===== config.mk =====
export PLATFORM = sky130hd
export DESIGN_NAME = vomr_route_reg
export DESIGN_NICKNAME = d
export VERILOG_FILES = /design/src/verilog/vomr_pkg.sv /design/src/verilog/vomr_route_reg.sv
export SDC_FILE = /design/constraint.sdc
export NUM_CORES = 1
export LEC_CHECK = 0
export ABC_AREA = 1
export BUFFER_PORTS_ARGS = -buffer_cell sky130_fd_sc_hd__buf_4
export CORE_UTILIZATION = 40
export CTS_BUF_LIST = sky130_fd_sc_hd__clkbuf_8
export DETAILED_ROUTE_END_ITERATION = 12
export GPL_TIMING_DRIVEN = 0
export PLACE_DENSITY_LB_ADDON = 0.25
export SLEW_MARGIN = 20
export SYNTH_ARGS = -nofsm -noshare
export SYNTH_HDL_FRONTEND = slang
export SYNTH_SLANG_ARGS = --single-unit

===== constraint.sdc =====
create_clock -name clk -period 1.3 [get_ports clk]
set_clock_uncertainty 0.1 [all_clocks]
set_input_delay 0.39 -clock clk [delete_from_list [all_inputs] [get_ports clk]]
set_output_delay 0.39 -clock clk [all_outputs]
set_load 0.02 [all_outputs]

===== src/verilog/vomr_pkg.sv =====
// vomr_pkg: constants, field positions and routing codes for the output
// routing and teletext control register of the video encoder.
// assumes a register access port giving an 8-bit address and data.
package vomr_pkg;
  // ----------------------------------------------------------------------
  // register map
  // ----------------------------------------------------------------------
  localparam logic [7:0] VOMR_ROUTE_ADDR     = 8'h03;
  localparam logic [7:0] VOMR_ROUTE_RST      = 8'h00;
  localparam logic [7:0] VOMR_ROUTE_WMASK    = 8'hFC;
  localparam logic [1:0] VOMR_REVISION_DEF   = 2'h0; // value arbitrary

  // ----------------------------------------------------------------------
  // field positions
  // ----------------------------------------------------------------------
  localparam int VOMR_REV_LSB   = 0;
  localparam int VOMR_REV_MSB   = 1;
  localparam int VOMR_VBI_OPEN  = 2;
  localparam int VOMR_DAC_ARR   = 3;
  localparam int VOMR_CHROMA_A  = 4;
  localparam int VOMR_TTX_EN    = 5;
  localparam int VOMR_TTX_STYLE = 6;
  localparam int VOMR_ZERO_COL  = 7;

  // ----------------------------------------------------------------------
  // dac signal selection codes
  // ----------------------------------------------------------------------
  typedef enum logic [2:0] {
    VOMR_SIG_CVBS  = 3'h0,
    VOMR_SIG_LUMA  = 3'h1,
    VOMR_SIG_CHROM = 3'h2,
    VOMR_SIG_GREEN = 3'h3,
    VOMR_SIG_BLUE  = 3'h4,
    VOMR_SIG_RED   = 3'h5,
    VOMR_SIG_PB    = 3'h6,
    VOMR_SIG_PR    = 3'h7
  } vomr_sig_t;

  localparam logic [7:0] VOMR_PIX_ZERO  = 8'h00;
  localparam logic [7:0] VOMR_PIX_BLACK = 8'h10;
endpackage : vomr_pkg


===== src/verilog/vomr_route_reg.sv =====
// vomr_route_reg: output routing and teletext control register with the
// dac routing matrix, vbi pass gating, teletext gating and zero pixel fix.
// assumes synchronous inputs on clk and the next mode and timing bits
// coming from their own registers elsewhere in the encoder.
//
// Overview of operation
// - an eight-bit control register sits at address 03h.
// - bits one and zero give a fixed revision and ignore writes.
// - vbi data passes to the outputs when the vbi open bit is set.
// - vbi data is never passed while in slave timing mode 0.
// - a used blank input wins over vbi open and stops vbi passing.
// - the dac arrangement bit puts luma or green on dac a for euroscart.
// - the extra chroma bit replaces composite on dac a with chroma.
// - teletext is inserted only when the insert enable bit is one.
// - teletext request is steady high in style 0, per bit in style 1.
// - zero pixel input shows its own colour or is forced to black.
// - composite mode gives cvbs on b, chroma on c, ypbpr bit ignored.
// - rgb mode gives blue on b and red on c, dac a cvbs or green.
// - ypbpr mode gives pb on b and pr on c, dac a cvbs or luma.
// - the component output select bit picks composite or component.
// - the ypbpr select bit picks ypbpr over rgb in component mode.
// - the blank input use bit decides if blank is honoured in slave mode.
`timescale 1ns/100ps
`default_nettype none
module vomr_route_reg
  import vomr_pkg::*;
(
  input  wire logic       clk,
  input  wire logic       arst_n,
  input  wire logic [7:0] reg_addr,
  input  wire logic       reg_wr,
  input  wire logic [7:0] reg_wdata,
  output logic      [7:0] reg_rdata,
  input  wire logic       component_output_select_bit,
  input  wire logic       ypbpr_select_bit,
  input  wire logic       blank_input_use_bit,
  input  wire logic       slave_mode,
  input  wire logic       slave_timing_mode0,
  input  wire logic       vbi_active,
  input  wire logic       blank_in_n,
  input  wire logic       teletext_data_input,
  input  wire logic       teletext_bit_slot,
  input  wire logic [7:0] pixel_in,
  output logic      [2:0] dac_a_sel,
  output logic      [2:0] dac_b_sel,
  output logic      [2:0] dac_c_sel,
  output logic            vbi_pass,
  output logic            blank_out,
  output logic            teletext_insert,
  output logic            teletext_bit,
  output logic            teletext_request_output,
  output logic      [7:0] pixel_out
);
  // ----------------------------------------------------------------------
  // register
  // ----------------------------------------------------------------------
  logic [7:0] ctrl_r;
  logic [7:0] ctrl_nxt;
  logic       hit;
  logic       blank_used;
  logic       a_alt;
  logic       a_base;
  logic       vbi_pass_nxt;
  logic       blank_nxt;
  logic       ttx_ins_nxt;
  logic       ttx_bit_nxt;
  logic [7:0] pix_nxt;
  logic [2:0] a_nxt;
  logic [2:0] b_nxt;
  logic [2:0] c_nxt;

  assign hit      = (reg_addr == VOMR_ROUTE_ADDR);
  assign ctrl_nxt = (hit && reg_wr) ? (reg_wdata & VOMR_ROUTE_WMASK)
                                    : ctrl_r;
  assign reg_rdata = hit ? {ctrl_r[VOMR_ZERO_COL:VOMR_VBI_OPEN],
                            VOMR_REVISION_DEF} : 8'h00;

  always_ff @(posedge clk or negedge arst_n) begin
    if (!arst_n) begin
      ctrl_r <= VOMR_ROUTE_RST;
    end else begin
      ctrl_r <= ctrl_nxt;
    end
  end

  // ----------------------------------------------------------------------
  // dac routing
  // ----------------------------------------------------------------------
  assign a_alt  = ctrl_r[VOMR_DAC_ARR];
  assign a_base = ctrl_r[VOMR_CHROMA_A];
  assign a_nxt  = a_alt ? ((component_output_select_bit && !ypbpr_select_bit)
                           ? VOMR_SIG_GREEN : VOMR_SIG_LUMA)
                : (a_base ? VOMR_SIG_CHROM : VOMR_SIG_CVBS);
  assign b_nxt  = !component_output_select_bit ? VOMR_SIG_CVBS
                : (ypbpr_select_bit ? VOMR_SIG_PB : VOMR_SIG_BLUE);
  assign c_nxt  = !component_output_select_bit ? VOMR_SIG_CHROM
                : (ypbpr_select_bit ? VOMR_SIG_PR : VOMR_SIG_RED);

  // ----------------------------------------------------------------------
  // vbi, blank, teletext and pixel path
  // ----------------------------------------------------------------------
  assign blank_used   = slave_mode && blank_input_use_bit;
  assign vbi_pass_nxt = vbi_active && ctrl_r[VOMR_VBI_OPEN]
                        && !slave_timing_mode0 && !blank_used;
  assign blank_nxt    = (vbi_active && !vbi_pass_nxt)
                        || (blank_used && !blank_in_n);
  assign ttx_ins_nxt  = ctrl_r[VOMR_TTX_EN];
  assign ttx_bit_nxt  = ctrl_r[VOMR_TTX_EN] && teletext_data_input;
  assign teletext_request_output = ctrl_r[VOMR_TTX_EN]
         && (!ctrl_r[VOMR_TTX_STYLE] || teletext_bit_slot);
  assign pix_nxt = (ctrl_r[VOMR_ZERO_COL] && pixel_in == VOMR_PIX_ZERO)
                   ? VOMR_PIX_BLACK : pixel_in;

  always_ff @(posedge clk or negedge arst_n) begin
    if (!arst_n) begin
      dac_a_sel       <= VOMR_SIG_CVBS;
      dac_b_sel       <= VOMR_SIG_CVBS;
      dac_c_sel       <= VOMR_SIG_CHROM;
      vbi_pass        <= 1'b0;
      blank_out       <= 1'b0;
      teletext_insert <= 1'b0;
      teletext_bit    <= 1'b0;
      pixel_out       <= VOMR_PIX_ZERO;
    end else begin
      dac_a_sel       <= a_nxt;
      dac_b_sel       <= b_nxt;
      dac_c_sel       <= c_nxt;
      vbi_pass        <= vbi_pass_nxt;
      blank_out       <= blank_nxt;
      teletext_insert <= ttx_ins_nxt;
      teletext_bit    <= ttx_bit_nxt;
      pixel_out       <= pix_nxt;
    end
  end
endmodule : vomr_route_reg
`default_nettype wire


==> qor.yml <==
crit_type: "input port to output port"
hold_depth: 1
io_buffers: 59
drt_iter0_drc: 10
setup_ws_ns: -0.3079
gp_congestion: 0.6987
dieHeight_um: 51.14
min_to: "dac_c_sel[0]"
yosysTopAreaCellShare_pct: 56.99
hold_ws_ns: 0.1548
r2r-end: "blank_out"
fin_crit_sh_pct: 123.7
crit_path_max_fanout: 6
drv_slew: 0
hp-start: "component_output_select_bit"
path_clk_slew_ns: 0.07
drv_cap: 0
max_freq_mhz: 621.9
grt_pass1_wl_mm: 3.415
reg2reg_depth: 3
netlist_area_um2: 965.9
ant_nets: 0
final_core_util_pct: 75.47
io_pins: 66
rrSetupSlack_ns: 0.34
ys_ff_latch: 23
numCtsBuffers: 3
grt.overflow.total: 0
drc: 0
antenna_found_initial: 0
rr_startpoint: "ctrl_r[2]"
via_count: 901
cts_htree_levels: 1
clk_path_buf_depth: 2
instances_no_fill: 208
startpoint_type: "input port"
dp_slack_ns: -0.3904
finalHoldViolations: 0
synth_cell_types: 17
ir_drop_mv: 0.8555
core_area_um2: 2255
powerDensity_nw_per_um2: 873.3
cp-end-kind: "output port"
seq_area_frac_synth_pct: 59.72
n_antenna_cell: 0
ctsRootBufferMaster: "clkbuf_8"
hpwl_mm: 1.627
routed_wl_mm: 2.250
cp_data_arrival_time_ns: 1.12
synthToLayoutAreaGrowth_pct: 76.17
leakage_nw: 0.9319
finalNetCount: 217
clkSinkCount: 23
final-seq-area_um2: 576.8
tritoncts: "yes"
fillers: 162
syn-instance-count: 106
clk_latency_ns: 0.26
via_per_inst: 4.332
grt_max_degree: 24
dp.cells: 196
avgSynthCellArea_um2: 9.113
num_rows: 17
outcome: "finished, violations left"
first_pass_iters: 4
grt_pass1_vias: 811
drive_above_1_share_pct: 51.67
start_util_pct: 42.84
rsz0062_at_grt: "true"
wl_per_cell_um: 10.82
yosys.area.top_type: "dfrtp_1"
crit_required_ns: 0.81
violations: "negative setup slack"
yosys_warnings: 0
die-area_um2: 2615
hold_class: "input port to register"
multi_input_area_um2: 340.3
grt_util_all_layers_pct: 18.14
finalPower_mw: 1.486
synth.area.top_cells: "dfrtp_1 57%, nand2_1 8.2%, nor2_1 5.8%"
finalSetupViolCount: 11
die_w_um: 51.14
min_period_ns: 1.608
[placed cells by master, fill, tap and decap left out]
cell / count
buf_6: 17
conb_1: 4
nand3_1: 7
nand2_4: 2
nor2_8: 1
dfrtp_1: 22
o21bai_1: 1
dlygate4sd3_1: 1
buf_4: 55
clkbuf_1: 7
inv_8: 1
o21ai_0: 1
dfstp_2: 1
nor2_4: 9
nand3_2: 1
nand2_2: 1
clkbuf_8: 3
inv_2: 2
nor3_1: 1
nand2_1: 20
inv_1: 13
nor2_1: 10
[layer usage]
layer  GRT usage, %  share of wire, %
met1          19.19                36
met2          33.33                55
met3          2.679               7.0
met4          11.11               2.4
met5              0                 0
[state kept, by name (all words and copies together), names as in the netlist]
| register | flops |
|---|---|
| ctrl_r | 6 |
| dac_c_sel | 2 |
| dac_a_sel | 2 |
| pixel_out | 8 |
| teletext_bit | 1 |
| teletext_insert | 1 |
| dac_b_sel | 1 |
| vbi_pass | 1 |
| blank_out | 1 |
[what timing repair did]
action,in CTS,in global routing
hold buffers,1,0
resized for setup,17,2
pin swaps,7,1
buffers inserted,4,3
hold endpoints to repair,22,0
setup endpoints to repair,11,13
[power breakdown]
part | internal, mW | switching, mW | leakage (nW)
logic | 0.157 | 0.144 | 0.613
clock network | 0.210 | 0.210 | 0.0269
registers | 0.750 | 0.0157 | 0.292
[Yosys cell counts]
library cell and n:
nand2_2 2, nor3_1 1, conb_1 1, nand2_1 21, nor2_1 15, o21bai_1 1
clkbuf_1 7, o21ai_0 1, inv_4 1, dfstp_2 1, nand3_2 1, inv_1 14
dfrtp_1 22, buf_4 6, nor2_2 4, nand3_1 7, nor2_8 1
[metrics by stage]
step | instance area [µm²] | setup TNS (ns)
floorplan | 1047 | -0.7506
global placement | 1525 | -2.118
detailed placement | 1525 | -2.209
CTS | 1672 | -2.294
global route | 1702 | -2.787
finish | 1702 | -2.352
[final cells by class]
cell class	count	share of cell area, %
flip-flops and latches	23	33.90
multi-input cells	58	20.00
clock buffers	3	2.426
clock inverters	1	0.2206
inverters	15	3.750
well taps	28	2.059
repair buffers	67	33.01
plain buffers	13	4.632
[worst max path at each step]
stage / from / to / slack [ns] / depth (start not counted)
final: reg_addr[5] / reg_rdata[5] / -0.31 / 7
after global routing: reg_addr[5] / reg_rdata[5] / -0.34 / 7
after CTS: reg_addr[6] / reg_rdata[5] / -0.31 / 7
after detailed placement: reg_addr[3] / reg_rdata[2] / -0.39 / 7
after global placement: reg_addr[3] / reg_rdata[2] / -0.37 / 7
after floorplan: reg_addr[3] / reg_rdata[2] / -0.14 / 5
[cells by family after synthesis]
group                  Yosys count  share of synthesized area (%)
AO/OA/AOI/OAI                    2                          1.295
other                            1                         0.3882
buffers and inverters           28                          13.47
flip-flops                      23                          59.72
AND/OR/NAND/NOR                 52                          25.13
[worst max-delay path, cell delays in order]
cell and delay, ns:
buf_4 0.12, nor2_4 0.09, nand2_4 0.07, nor2_8 0.14
inv_8 0.07, nor2_4 0.11, buf_6 0.12
Note: power is estimated with default switching activity, not from simulation.
